## src/core/sbio_regs.vh

```
// Constants for the six-bit bidirectional I/O port block.
// Assumes inclusion by bare name from the core/ design files only.
`ifndef SBIO_REGS_VH
`define SBIO_REGS_VH

// File register addresses of the two port registers
`define SBIO_ADDR_W 5
`define SBIO_PRI_ADDR 5'h06
`define SBIO_SEC_ADDR 5'h07

// Port register layout: six pin bits, two upper bits read as zero
`define SBIO_REG_W 8
`define SBIO_PORT_W 6
`define SBIO_UNUSED_HI 2'h0
`define SBIO_READ_IDLE 8'h00

// Reset values
`define SBIO_DIR_RST 6'h3f
`define SBIO_LATCH_RST 6'h00
`define SBIO_ZERO6 6'h00

// Pin positions and groups
`define SBIO_INPUT_ONLY_BIT 3
`define SBIO_TIMER_CLK_BIT 5
`define SBIO_INPUT_ONLY_MASK 6'h08
`define SBIO_TIMER_CLK_MASK 6'h20
`define SBIO_GROUP_MASK 6'h1b

`endif

```

## src/core/sbio_top.v

```verilog
// Six-bit bidirectional I/O port pair as seen by the processor core:
// port data registers on the file register bus, direction loads, pin drive.
// Assumes the core gives one-cycle read, write and direction-load strobes
// on CORE_CLK_IN; pull-up and wake enables and configuration come as levels.
//
// Function
// - Port read returns the pin levels, never the output latch contents.
// - Primary port register is eight bits; upper two bits read zero.
// - Pin three is input only; its driver never turns on.
// - Pins given to an alternate function read as zero.
// - Pins 0, 1, 3, 4 share one pull-up enable and one wake-up enable.
// - Pin three as master reset: pull-up forced on, no wake-up.
// - Second port maps six pins; upper two bits read zero.
// - Timer clock input owns second-port pin five until deselected.
// - Direction load copies the working register into the chosen direction bits.
// - Direction one means high impedance; zero drives the latch value.
// - Direction bits are write only and set by every reset.
// - Output latches keep their value until the port is written again or a reset clears them.
// - Every pin has its own direction bit; the bit of pin three is overridden.
// - Write lands at the strobe edge; read samples settled pins.
`include "sbio_regs.vh"

module sbio_top #(
  parameter HAS_SECOND_PORT = 1,
  parameter WIDTH = `SBIO_PORT_W
) (
  input wire CORE_CLK_IN,
  input wire RST_B_IN,
  input wire [4:0] REG_ADDR_IN,
  input wire [7:0] REG_WDATA_IN,
  input wire REG_WR_IN,
  input wire REG_RD_IN,
  output wire [7:0] REG_RDATA_OUT,
  input wire DIR_LOAD_IN,
  input wire [4:0] DIR_SEL_IN,
  input wire [7:0] WORK_REG_IN,
  input wire PULLUP_WAKE_EN_IN,
  input wire WAKE_EN_IN,
  input wire MASTER_RESET_INPUT_EN_IN,
  input wire TIMER_CLK_SEL_IN,
  input wire [5:0] PRI_ALT_FUNC_IN,
  input wire [5:0] SEC_ALT_FUNC_IN,
  input wire [5:0] PRI_PIN_IN,
  output wire [5:0] PRI_PIN_OUT,
  output wire [5:0] PRI_PIN_OE_B_OUT,
  input wire [5:0] SEC_PIN_IN,
  output wire [5:0] SEC_PIN_OUT,
  output wire [5:0] SEC_PIN_OE_B_OUT,
  output wire [5:0] PULLUP_EN_OUT,
  output wire WAKE_OUT
);

  function hit;
    input [4:0] addr;
    input [4:0] code;
    begin
      hit = (addr == code);
    end
  endfunction

  // Turns a level enable into a pin mask
  function [WIDTH-1:0] mask_if;
    input en;
    input [WIDTH-1:0] mask;
    begin
      mask_if = en ? mask : {WIDTH{1'b0}};
    end
  endfunction

  // Second port present: secondary strobes are honoured only then
  localparam SEC_ON = (HAS_SECOND_PORT != 0) ? 1'b1 : 1'b0;

  wire [WIDTH-1:0] pri_level;
  wire [WIDTH-1:0] sec_level;
  wire [WIDTH-1:0] sec_pin_raw;
  wire [WIDTH-1:0] sec_oe_b_raw;
  wire [WIDTH-1:0] pri_force;
  wire [WIDTH-1:0] sec_force;
  wire [WIDTH-1:0] pri_alt;
  wire [WIDTH-1:0] pri_read;
  wire [WIDTH-1:0] sec_read;
  wire [WIDTH-1:0] wake_mask;
  wire [WIDTH-1:0] group_mask;
  wire pri_wr;
  wire sec_wr;
  wire pri_dir_ld;
  wire sec_dir_ld;
  wire pri_rd;
  wire [WIDTH-1:0] mr_mask;

  reg [7:0] rdata_ff;
  reg [7:0] nxt_rdata;
  reg [WIDTH-1:0] snap_ff;
  reg snap_valid_ff;
  reg wake_ff;
  reg nxt_wake;
  reg pri_sel;
  reg sec_sel;

  // One address decode serves read and write; other addresses answer nothing
  always @* begin
    pri_sel = 1'b0;
    sec_sel = 1'b0;
    case (REG_ADDR_IN)
      `SBIO_PRI_ADDR: begin
        pri_sel = 1'b1;
      end
      `SBIO_SEC_ADDR: begin
        sec_sel = SEC_ON;
      end
      default: begin
        pri_sel = 1'b0;
        sec_sel = 1'b0;
      end
    endcase
  end

  assign pri_wr = REG_WR_IN & pri_sel;
  assign sec_wr = REG_WR_IN & sec_sel;
  assign pri_rd = REG_RD_IN & pri_sel;
  assign pri_dir_ld = DIR_LOAD_IN & hit(DIR_SEL_IN, `SBIO_PRI_ADDR);
  assign sec_dir_ld = DIR_LOAD_IN & hit(DIR_SEL_IN, `SBIO_SEC_ADDR) & SEC_ON;

  // Pin three is input only, whatever its direction bit holds
  assign pri_force = `SBIO_INPUT_ONLY_MASK;
  // The timer clock input keeps pin five until software deselects it
  assign sec_force = mask_if(TIMER_CLK_SEL_IN, `SBIO_TIMER_CLK_MASK);
  // Pin three as master reset: pull-up forced, no wake, reads zero
  assign mr_mask = mask_if(MASTER_RESET_INPUT_EN_IN, `SBIO_INPUT_ONLY_MASK);

  sbio_port #(
    .WIDTH(WIDTH)
  ) u_pri (
    .clk_in(CORE_CLK_IN),
    .rst_b_in(RST_B_IN),
    .latch_wr_in(pri_wr),
    .latch_data_in(REG_WDATA_IN[WIDTH-1:0]),
    .dir_ld_in(pri_dir_ld),
    .dir_data_in(WORK_REG_IN[WIDTH-1:0]),
    .force_input_in(pri_force),
    .pin_in(PRI_PIN_IN),
    .pin_out(PRI_PIN_OUT),
    .pin_oe_b_out(PRI_PIN_OE_B_OUT),
    .level_out(pri_level)
  );

  sbio_port #(
    .WIDTH(WIDTH)
  ) u_sec (
    .clk_in(CORE_CLK_IN),
    .rst_b_in(RST_B_IN),
    .latch_wr_in(sec_wr),
    .latch_data_in(REG_WDATA_IN[WIDTH-1:0]),
    .dir_ld_in(sec_dir_ld),
    .dir_data_in(WORK_REG_IN[WIDTH-1:0]),
    .force_input_in(sec_force),
    .pin_in(SEC_PIN_IN),
    .pin_out(sec_pin_raw),
    .pin_oe_b_out(sec_oe_b_raw),
    .level_out(sec_level)
  );

  // Without a second port its pins stay undriven
  assign SEC_PIN_OUT = (HAS_SECOND_PORT != 0) ? sec_pin_raw : `SBIO_ZERO6;
  assign SEC_PIN_OE_B_OUT = (HAS_SECOND_PORT != 0) ? sec_oe_b_raw : `SBIO_DIR_RST;

  // Master reset on pin three is an alternate function, so it reads zero
  assign pri_alt = PRI_ALT_FUNC_IN | mr_mask;
  assign pri_read = pri_level & ~pri_alt;
  assign sec_read = sec_level & ~SEC_ALT_FUNC_IN;

  // Read data come from the settled pin levels at the strobe; nothing is held
  // per pin, so an input pulse gone before the strobe is missed
  always @* begin
    nxt_rdata = rdata_ff;
    if (REG_RD_IN) begin
      if (pri_sel) begin
        nxt_rdata = {`SBIO_UNUSED_HI, pri_read};
      end else if (sec_sel) begin
        nxt_rdata = {`SBIO_UNUSED_HI, sec_read};
      end else begin
        // Other addresses and direction bits have no read path here
        nxt_rdata = `SBIO_READ_IDLE;
      end
    end
  end

  always @(posedge CORE_CLK_IN) begin
    if (!RST_B_IN) begin
      rdata_ff <= `SBIO_READ_IDLE;
    end else begin
      rdata_ff <= nxt_rdata;
    end
  end

  assign REG_RDATA_OUT = rdata_ff;

  // One enable serves the whole group; pin three's pull-up is forced as reset
  assign group_mask = mask_if(PULLUP_WAKE_EN_IN, `SBIO_GROUP_MASK);
  assign PULLUP_EN_OUT = group_mask | mr_mask;
  assign wake_mask = mask_if(WAKE_EN_IN, `SBIO_GROUP_MASK) & ~mr_mask;

  // Wake compares pins with the value of the last primary read; until one
  // read has been made there is no reference, so no wake is raised
  always @* begin
    nxt_wake = snap_valid_ff & (|((pri_level ^ snap_ff) & wake_mask));
  end

  always @(posedge CORE_CLK_IN) begin
    if (!RST_B_IN) begin
      snap_ff <= `SBIO_ZERO6;
      snap_valid_ff <= 1'b0;
      wake_ff <= 1'b0;
    end else begin
      if (pri_rd) begin
        snap_ff <= pri_level;
        snap_valid_ff <= 1'b1;
      end
      wake_ff <= nxt_wake;
    end
  end

  assign WAKE_OUT = wake_ff;

endmodule // sbio_top

```

## src/core/sbio_port.v

```verilog
// One six-bit port slice: output latches, direction bits, pin input
// synchroniser and driver enables. Instantiated once per port.
// Assumes strobes come from logic on the same clock; pin inputs are asynchronous.
`include "sbio_regs.vh"

module sbio_port #(
  parameter WIDTH = `SBIO_PORT_W
) (
  input wire clk_in,
  input wire rst_b_in,
  input wire latch_wr_in,
  input wire [WIDTH-1:0] latch_data_in,
  input wire dir_ld_in,
  input wire [WIDTH-1:0] dir_data_in,
  input wire [WIDTH-1:0] force_input_in,
  input wire [WIDTH-1:0] pin_in,
  output wire [WIDTH-1:0] pin_out,
  output wire [WIDTH-1:0] pin_oe_b_out,
  output wire [WIDTH-1:0] level_out
);

  // A bit changes only once the second and third stage agree
  function [WIDTH-1:0] agree;
    input [WIDTH-1:0] s2;
    input [WIDTH-1:0] s3;
    input [WIDTH-1:0] old;
    begin
      agree = (~(s2 ^ s3) & s3) | ((s2 ^ s3) & old);
    end
  endfunction

  reg [WIDTH-1:0] latch_ff;
  reg [WIDTH-1:0] dir_ff;
  reg [WIDTH-1:0] sync1_ff;
  reg [WIDTH-1:0] sync2_ff;
  reg [WIDTH-1:0] sync3_ff;
  reg [WIDTH-1:0] level_ff;

  always @(posedge clk_in) begin
    if (!rst_b_in) begin
      latch_ff <= `SBIO_LATCH_RST;
      dir_ff <= `SBIO_DIR_RST;
    end else begin
      // Every bit is written, inputs too, so a later switch to output shows it
      if (latch_wr_in) begin
        latch_ff <= latch_data_in;
      end
      if (dir_ld_in) begin
        dir_ff <= dir_data_in;
      end
    end
  end

  always @(posedge clk_in) begin
    if (!rst_b_in) begin
      sync1_ff <= `SBIO_ZERO6;
      sync2_ff <= `SBIO_ZERO6;
      sync3_ff <= `SBIO_ZERO6;
      level_ff <= `SBIO_ZERO6;
    end else begin
      sync1_ff <= pin_in;
      sync2_ff <= sync1_ff;
      sync3_ff <= sync2_ff;
      level_ff <= agree(sync2_ff, sync3_ff, level_ff);
    end
  end

  assign pin_out = latch_ff;
  // Enable is low while driving; forced bits never drive
  assign pin_oe_b_out = dir_ff | force_input_in;
  assign level_out = level_ff;

endmodule // sbio_port

```

## config.mk

```make
export PLATFORM = sky130hd
export DESIGN_NAME = sbio_top
export DESIGN_NICKNAME = d
export VERILOG_FILES = /design/src/core/sbio_top.v /design/src/core/sbio_port.v
export VERILOG_INCLUDE_DIRS = /design/src /design/src/core
export SDC_FILE = /design/constraint.sdc
export NUM_CORES = 1
export LEC_CHECK = 0
export ABC_AREA = 1
export BUFFER_PORTS_ARGS = -buffer_cell sky130_fd_sc_hd__buf_4
export CAP_MARGIN = 25
export CELL_PAD_IN_SITES_DETAIL_PLACEMENT = 0
export CELL_PAD_IN_SITES_GLOBAL_PLACEMENT = 1
export CORE_ASPECT_RATIO = 1.2
export CORE_MARGIN = 5
export CORE_UTILIZATION = 40
export CTS_BUF_LIST = sky130_fd_sc_hd__clkbuf_4 sky130_fd_sc_hd__clkbuf_8
export CTS_CLUSTER_DIAMETER = 40
export DETAILED_ROUTE_END_ITERATION = 8
export PLACE_DENSITY_LB_ADDON = 0.2
export SYNTH_ARGS = -nofsm -noshare
export SYNTH_HDL_FRONTEND = slang
export SYNTH_SLANG_ARGS = --single-unit
```

## constraint.sdc

```tcl
create_clock -name CORE_CLK_IN -period 2.4 [get_ports CORE_CLK_IN]
set_input_delay 0.48 -clock CORE_CLK_IN [delete_from_list [all_inputs] [get_ports CORE_CLK_IN]]
set_output_delay 0.48 -clock CORE_CLK_IN [all_outputs]
set_load 0.01 [all_outputs]
```

==> metrics.txt, run 1 <==
status complete, no violations; TritonCTS clock tree built; hold_sp PRI_PIN_IN[1]; crit path max fanout 2; Max-cap violations 0; critical path depth 2; number of global-route vias before repair 2464; Seq cells post-synth 83; vias per cell 4.432; post-detail-place hpwl 4.736 mm; crit path cell chain or2_2, buf_4; Core ar. 7707 µm²; DRC viols 0; Mapped Area 3166 µm²; WL per Instance 10.98 µm; Final Wtd Congestion 0.7765; Sink Count 83; Register-to-Register Path Depth 6; Initial Util 41.07%; post-synthesis cell type count 23; biggest area consumer among synthesized cells dfxtp_1; post-synth top area share 52.49%; Fmax 645.1 MHz; commonest non-fill, non-tap cell in the layout nand2_1; Longest Clk Path Bufs 2; Startpoint Class flip-flop; via count 2593; largest net degree at the start of global routing 45; crit path to SEC_PIN_OE_B_OUT[5]; DRT iter0 DRCs 83; yosys warns 0; synthesized area per cell 7.702 µm²; Crit Reg-Reg Endpoint REG_RDATA_OUT[2]; Period minus WS final 1.550 ns; cell family with most CP delay flip-flops; number of diodes 0; Std-Cell Rows 35; first-pass GRT wire length 10.81 mm; crit-path max cell delay 0.31 ns; critical path arrival 1.07 ns; unrepaired setup endpoints after global routing false; setup TNS 0 ns; H-tree Lvls 3; Crit Path Class reg2out; Peak VDD IR 0.0003160 V; WL final 6.422 mm; LEAKAGE 2.026 nW; register clock-pin slew on the reported worst setup and hold paths 0.08 ns; initial antenna violation count 0; CP Data Required Time 1.92 ns; Final #Nets 547; I/O Pins 98; Root Buffer clkbuf_8; GRT Util Overall 13.60%; Final Cycle Share 64.59%; Die ar. 9801 µm²; Die Wd 91.21 µm; hold_ws 0.3164 ns; share of cells above drive strength 1 23.33%; Routed Antenna Nets 0; CTS buffer count 9; post-synthesis sequential area ratio 52.49%; crit path launch u_sec.dir_ff[5]; synth-to-layout area growth 25.81%; PostCTS Resize Cnt 0; pwr/cell area 649.3 nW/µm²; setup slack, reg-to-reg 1.44 ns; remaining global-route overflow 0; Synth area leaders dfxtp_1, nand2_1, inv_1, nor2_1, nand3_1; Slowest-stage cell, CP dfxtp_1; # hold bufs at CTS 0; final setup fails 0; router iterations before antenna repair 4; post-CTS setup buffer count 0; most frequent cells in the layout nand2_1, buf_4, dfxtp_1, inv_1, nor2_1; final hold violation count 0; Final Max Tran Viols 0; Worst Setup End Kind output pin; Die Y 107.5 µm; Skew-Pair Late Insertion Delay 0.34 ns; Fin Clk Skew 0.006379 ns; IO Port Bufs 88; slew at the pin with the worst max-slew slack 0.5039 ns; post-synthesis cell count 411; worst path buffer plus inverter count 1; worst hold-check path type in2reg; worst rel slew slack 66.20%
stage by stage:
| step | cells | power, mW | cell area, µm² | setup WS (ns) | util (%) |
|---|---|---|---|---|---|
| after global placement | 569 | 1.635 | 3785 | 0.7751 | 49.11 |
| after detailed placement | 569 | 1.638 | 3785 | 0.7701 | 49.11 |
| final | 585 | 2.586 | 3983 | 0.8498 | 51.67 |
| after floorplan | 414 | 1.547 | 3177 | 1.130 | - |
| after global routing | 585 | 2.713 | 3983 | 0.8029 | 51.67 |
| after CTS | 585 | 2.628 | 3983 | 0.8213 | 51.67 |
cell families (layout without fill, tap and decap cells):
| group | count (synthesis) | in the layout | synth area share (%) |
|---|---|---|---|
| simple gates | 200 | 200 | 27.87 |
| buf+inv | 87 | 166 | 12.77 |
| flops | 83 | 83 | 52.49 |
| compound gates | 35 | 35 | 5.534 |
| xor+xnor | 4 | 4 | 1.107 |
| other cells | 2 | 5 | 0.2372 |
cell usage after synthesis:
master	number
clkbuf_1	4
buf_2	5
inv_1	60
nand3_1	31
nand4_1	6
nand2_1	101
nor3b_4	1
nand4_2	1
nor3b_1	1
nor2_4	2
nor3_4	2
or2_2	2
buf_6	2
conb_1	2
xnor2_1	4
nor2_1	51
o21ai_0	12
nand2_2	1
clkinv_1	1
buf_4	15
dfxtp_1	83
a21oi_1	23
nor2_2	1
area by class of cell:
type	instances	area, µm²
sequential	83	1662
fill	759	3725
inverter	61	229.0
clock buffer	10	131.4
timing repair buffer	89	668.1
tap	92	115.1
multi-input combinational	244	1111
clock inverter	6	66.31
tightest hold or removal path: stages:
cell     delay [ns]
buf_4          0.07
nand2_1        0.04
inv_1          0.04
worst min-delay path by stage:
stage                             end  slack (ns)  depth (start not counted)
finish              u_pri.sync1_ff[1]        0.32                          3
global route        u_pri.sync1_ff[5]        0.30                          3
CTS                 u_pri.sync1_ff[2]        0.29                          3
detailed placement  u_sec.sync2_ff[0]        0.40                          2
global placement    u_pri.sync2_ff[2]        0.39                          2
floorplan           u_pri.sync2_ff[0]        0.39                          2
power by group:
part	internal (mW)	leakage [nW]	switching, mW	total (mW)
clock network	0.495	0.104	0.489	0.983
logic	0.0901	1.25	0.0941	0.184
registers	1.41	0.676	0.0126	1.42
metal layers:
layer  track usage (%)  up-vias  part of all wire, %
li1                  -     1389                    -
met1             15.66     1124                   45
met2             22.32       75                   46
met3             6.084        5                  7.7
met4             4.717        0                 0.92
met5                 0        -                    0
Power figures use the tool's default switching activity.
==> run 2, diff against run 1 <==
--- a/config.mk
+++ b/config.mk
@@ -6,14 +6,14 @@
 export SDC_FILE = /design/constraint.sdc
 export NUM_CORES = 1
 export LEC_CHECK = 0
-export ABC_AREA = 1
+export ABC_AREA = 0
 export BUFFER_PORTS_ARGS = -buffer_cell sky130_fd_sc_hd__buf_4
 export CAP_MARGIN = 25
 export CELL_PAD_IN_SITES_DETAIL_PLACEMENT = 0
 export CELL_PAD_IN_SITES_GLOBAL_PLACEMENT = 1
 export CORE_ASPECT_RATIO = 1.2
 export CORE_MARGIN = 5
-export CORE_UTILIZATION = 40
+export CORE_UTILIZATION = 39
 export CTS_BUF_LIST = sky130_fd_sc_hd__clkbuf_4 sky130_fd_sc_hd__clkbuf_8
 export CTS_CLUSTER_DIAMETER = 40
 export DETAILED_ROUTE_END_ITERATION = 8
==> constraint.sdc (replaced) <==
create_clock -name CORE_CLK_IN -period 1.6 [get_ports CORE_CLK_IN]
set_input_delay 0.32 -clock CORE_CLK_IN [delete_from_list [all_inputs] [get_ports CORE_CLK_IN]]
set_output_delay 0.32 -clock CORE_CLK_IN [all_outputs]
set_load 0.01 [all_outputs]
==> run 2 against run 1 <==
- sequential power is 49% higher
- non-clock buffer count is 6 higher
- utilization is 0.18 points higher
- global-route usage is 0.36 points higher
- cell area is 0.79% lower
- first-iteration DRC count is 19% lower
- routed wire length is 3.7% higher
- clock skew is 0.0036 ns higher
- area after synthesis is 4.1% lower
- largest power group unchanged
- via count is 9.2% lower
- sequential cell count stayed put
- count of clock-buffer cells in the layout is 3 higher
==> metrics.txt, run 2 <==
register clock-pin slew on the reported worst setup and hold paths 0.08 ns; initial antenna violation count 0; GRT Util Overall 13.96%; Root Buffer clkbuf_8; hold_ws 0.1739 ns; post-detail-place hpwl 4.761 mm; Initial Util 39.85%; number of diodes 0; synthesized area per cell 9.859 µm²; GRT busiest layer met2; Synth Flop Type dfxtp_1; crit-path max cell delay 0.31 ns; Longest Clk Path Bufs 2; Crit Reg-Reg Endpoint WAKE_OUT; post-route insts no fill 485; commonest non-fill, non-tap cell in the layout buf_4; Routed Antenna Nets 0; placed cells 470; Std-Cell Rows 35; LEAKAGE 1.707 nW; Crit Path Class reg2out; post-synthesis sequential area ratio 54.72%; biggest area consumer among synthesized cells dfxtp_1; Startpoint Class flip-flop; IO Port Bufs 88; pwr/cell area 1029 nW/µm²; Async SR Flop Fraction 0%; WL per Instance 13.73 µm; post-CTS setup buffer count 0; FILL cells 732; Period minus WS final 1.384 ns; via count 2355; Worst Setup End Kind output pin; DRC viols 0; Die Wd 90.55 µm; # hold bufs at CTS 0; DRT iter0 DRCs 67; Skew-Pair Late Insertion Delay 0.35 ns; post-synth top area share 54.72%; crit path cell chain or2_2, buf_4; Register-to-Register Path Depth 3; final setup fails 0; remaining global-route overflow 0; most frequent cells in the layout buf_4, dfxtp_1, and2_1, nand2_1, o21ai_0; Final Wtd Congestion 0.7868; Slowest-stage cell, CP dfxtp_1; grt met2 use 21.81%; post-synthesis cell type count 37; Final Cycle Share 86.52%; Die ar. 9658 µm²; setup TNS 0 ns; worst hold-check path type in2reg; Sink Count 83; I/O Pins 98; critical path arrival 1.06 ns; crit path max fanout 2; number of flops mapped to enable cells by yosys 0; Peak VDD IR 0.0006546 V; vias per cell 4.856; Fin Clk Skew 0.01002 ns; Final #Nets 448; largest net degree at the start of global routing 62; CTS buffer count 9; WL final 6.661 mm; Final Max Tran Viols 0; Seq cells post-synth 83; Synth area leaders dfxtp_1, and2_1, mux2i_1, nand2_1, o21ai_0; Die Y 106.7 µm; PostCTS Resize Cnt 0; share of cells above drive strength 1 29.26%; crit path to SEC_PIN_OE_B_OUT[5]; most frequent cells after synthesis dfxtp_1, and2_1, nand2_1; setup slack, reg-to-reg 0.59 ns; number of global-route vias before repair 2282; met1 Usage GRT 17.62%; status complete, no violations; unrepaired setup endpoints after global routing false; Mapped Area 3037 µm²; synth-to-layout area growth 30.12%; crit path launch u_sec.dir_ff[5]; final hold violation count 0; M3 GR Usage 5.333%; H-tree Lvls 3; Fmax 722.4 MHz; TritonCTS clock tree built; CP Data Required Time 1.28 ns; router iterations before antenna repair 4; Core ar. 7620 µm²; fin util 51.86%; Max-cap violations 0; first-pass GRT wire length 10.89 mm; count leader, synth dfxtp_1; yosys warns 0; post-synthesis cell count 308
run 2: cell families (layout without fill, tap and decap cells):
kind of cell / Yosys count / count (layout) / share of synthesized area [%]
mux: 12 / 12 / 3.956
flops: 83 / 83 / 54.72
simple gates: 113 / 113 / 22.70
xor+xnor: 4 / 4 / 1.154
buf+inv: 37 / 119 / 6.304
other cells: 2 / 5 / 0.2473
compound gates: 57 / 57 / 10.92
run 2: power breakdown:
| group | switching [mW] | total, mW | internal, mW |
|---|---|---|---|
| registers | 0.0162 | 2.12 | 2.11 |
| clock network | 0.702 | 1.67 | 0.968 |
| logic | 0.122 | 0.272 | 0.150 |
| total | 0.840 | 4.07 | 3.23 |
run 2: worst min-delay path by stage:
stage / endpoint / cells past startpoint / from
floorplan: u_pri.sync2_ff[0] / 1 / u_pri.sync1_ff[0]
global placement: u_pri.sync2_ff[1] / 1 / u_pri.sync1_ff[1]
detailed placement: u_pri.sync2_ff[1] / 1 / u_pri.sync1_ff[1]
CTS: u_sec.sync1_ff[3] / 2 / SEC_PIN_IN[3]
global route: u_pri.sync1_ff[2] / 2 / PRI_PIN_IN[2]
finish: u_sec.sync1_ff[3] / 2 / SEC_PIN_IN[3]
run 2: layout make-up:
cell class,instances,area [µm²],share of cell area [%]
Inverter,9,33.78,0.8550
Clock inverter,2,60.06,1.520
Timing Repair Buffer,95,725.7,18.37
Multi-Input combinational cell,191,1195,30.24
Tap cell,92,115.1,2.913
Clock buffer,13,160.2,4.053
Sequential cell,83,1662,42.05
run 2: per-layer routing:
layer  part of all wire [%]  vias to the layer above
met1                     46                     1080
met5                      0                        -
met2                     46                       69
li1                       -                     1201
met3                    7.1                        5
met4                   0.72                        0
run 2: critical path: cells and delay by family (launching register included):
| kind | cells | cell delay, ns |
|---|---|---|
| simple gates | 1 | 0.28 |
| flops | 1 | 0.31 |
| buf+inv | 1 | 0.14 |
run 2: stage by stage:
| step | power, mW | setup WS [ns] | area (µm²) |
|---|---|---|---|
| final | 4.066 | 0.2157 | 3951 |
| after global routing | 4.228 | 0.1833 | 3951 |
| after detailed placement | 2.448 | 0.06488 | 3731 |
| after floorplan | 2.300 | 0.3157 | 3048 |
| after CTS | 4.107 | 0.2011 | 3951 |
| after global placement | 2.444 | 0.09592 | 3731 |
==> run 3, diff against run 2 <==
--- a/config.mk
+++ b/config.mk
@@ -14,7 +14,7 @@
 export CORE_ASPECT_RATIO = 1.2
 export CORE_MARGIN = 5
 export CORE_UTILIZATION = 39
-export CTS_BUF_LIST = sky130_fd_sc_hd__clkbuf_4 sky130_fd_sc_hd__clkbuf_8
+export CTS_BUF_LIST = sky130_fd_sc_hd__clkbuf_8
 export CTS_CLUSTER_DIAMETER = 40
 export DETAILED_ROUTE_END_ITERATION = 8
 export PLACE_DENSITY_LB_ADDON = 0.2
==> run 3 against run 2 <==
- count of clock-buffer cells in the layout decreased by 3
- critical path depth stayed put
- worst setup slack better by 0.0014 ns
- clock power down 4%
- sequential share of layout area rose by 0.12 points
- first-iteration DRC count fell by 28%
- sequential power about the same
- global-route usage about the same
- power shrank 1.8%
- die area unchanged
==> metrics.txt, run 3 (synthesis results as in run 2) <==
worst slack at placement 0.06488 ns; Sink Count 83; Routed Antenna Nets 0; Die Wd 90.55 µm; post-CTS setup buffer count 0; Final Wtd Congestion 0.7868; Skew-Pair Late Insertion Delay 0.34 ns; pwr/cell area 1013 nW/µm²; IO Port Bufs 88; vias per cell 4.858; most frequent cells in the layout buf_4, dfxtp_1, and2_1, nand2_1, o21ai_0; Comb pwr share 6.8%; hold_sp SEC_PIN_IN[3]; sequential power share 53.2%; H-tree Lvls 3; Longest Clk Path Bufs 2; CTS buffer count 9; sw power 0.8374 mW; Core ar. 7620 µm²; final worst slack 0.2171 ns; placed cells 470; Switching Fraction 20.97%; worst hold-check path type in2reg; first-pass GRT wire length 10.86 mm; number of diodes 0; DRT iter0 DRCs 48; register clock-pin slew on the reported worst setup and hold paths 0.08 ns; number of global-route vias before repair 2288; crit path launch u_sec.dir_ff[5]; WL final 6.645 mm; Fmax 723.1 MHz; PostCTS Resize Cnt 0; crit path max fanout 2; Period minus WS final 1.383 ns; # hold bufs at CTS 0; Startpoint Class flip-flop; Final #Nets 448; Final Cycle Share 86.43%; Worst Setup End Kind output pin; final setup fails 0; Final Max Tran Viols 0; Fin Clk Skew 0.009678 ns; I/O Pins 98; critical path arrival 1.06 ns; unrepaired setup endpoints after global routing false; setup TNS 0 ns; status complete, no violations; initial antenna violation count 0; synth-to-layout area growth 29.75%; Die Y 106.7 µm; post-layout power 3.993 mW; share of cells above drive strength 1 28.50%; DP Area 3731 µm²; clock share of power 40.0%; WL per Instance 13.70 µm; Die ar. 9658 µm²; CP Data Required Time 1.28 ns; TritonCTS clock tree built; GRT Util Overall 13.93%; Max-cap violations 0; design area 3940 µm²; LEAKAGE 1.710 nW; final hold violation count 0; largest net degree at the start of global routing 62; cell internal pwr 3.156 mW; router iterations before antenna repair 4; Peak VDD IR 0.0006467 V; via count 2356; Crit Path Class reg2out; commonest non-fill, non-tap cell in the layout buf_4; remaining global-route overflow 0; Root Buffer clkbuf_8; Std-Cell Rows 35; Initial Util 39.85%; post-detail-place hpwl 4.761 mm; post-route insts no fill 485; DRC viols 0
-- run 3: cell count changes in the layout (fill, tap and decap cells not counted), sizes merged --
cell,previous run,this run
clkbuf,13,10
inv,9,12
-- run 3: area by class of cell --
cell class                      instances  area (µm²)
Fill cell                             735        3680
Sequential cell                        83        1662
Multi-Input combinational cell        191        1195
Timing Repair Buffer                   95       725.7
Clock buffer                           10       137.6
Tap cell                               92       115.1
Clock inverter                          5       71.32
Inverter                                9       33.78
-- run 3: per-layer routing --
metal | routed length (µm) | GRT usage (%) | share of wire [%] | vias to the layer above
li1 | - | - | - | 1203
met1 | 3076 | 17.49 | 46 | 1071
met2 | 3016 | 21.60 | 45 | 76
met3 | 482 | 5.404 | 7.3 | 6
met4 | 70 | 5.213 | 1.1 | 0
met5 | 0 | 0 | 0 | -
-- run 3: worst paths after layout --
kind / endpoint / slack (ns) / cells after the start
max reg2reg: REG_RDATA_OUT[2] / 0.59 / 2
max: SEC_PIN_OE_B_OUT[5] / 0.22 / 2
min: u_sec.sync1_ff[3] / 0.18 / 2
min reg2reg: u_sec.sync2_ff[0] / 0.43 / 1
-- run 3: per-stage QoR --
step	utilization [%]	hold WS (ns)
final	51.71	0.1758
after global routing	51.71	0.1568
after CTS	51.71	0.1632
after detailed placement	48.97	0.4199
after global placement	48.97	0.4142
after floorplan	-	0.4119
-- run 3: power by group through the flow --
stage	Combinational, mW	Sequential [mW]	Clock [mW]
2_1_floorplan	0.130	2.17	0
3_3_place_gp	0.272	2.17	0
3_5_place_dp	0.276	2.17	0
4_1_cts	0.276	2.12	1.63
5_1_grt	0.300	2.13	1.73
6_report	0.272	2.12	1.60
-- run 3: worst max-delay path, cell delays in order (launching register included) --
cell     delay [ns]
dfxtp_1        0.31
or2_2          0.28
buf_4          0.14
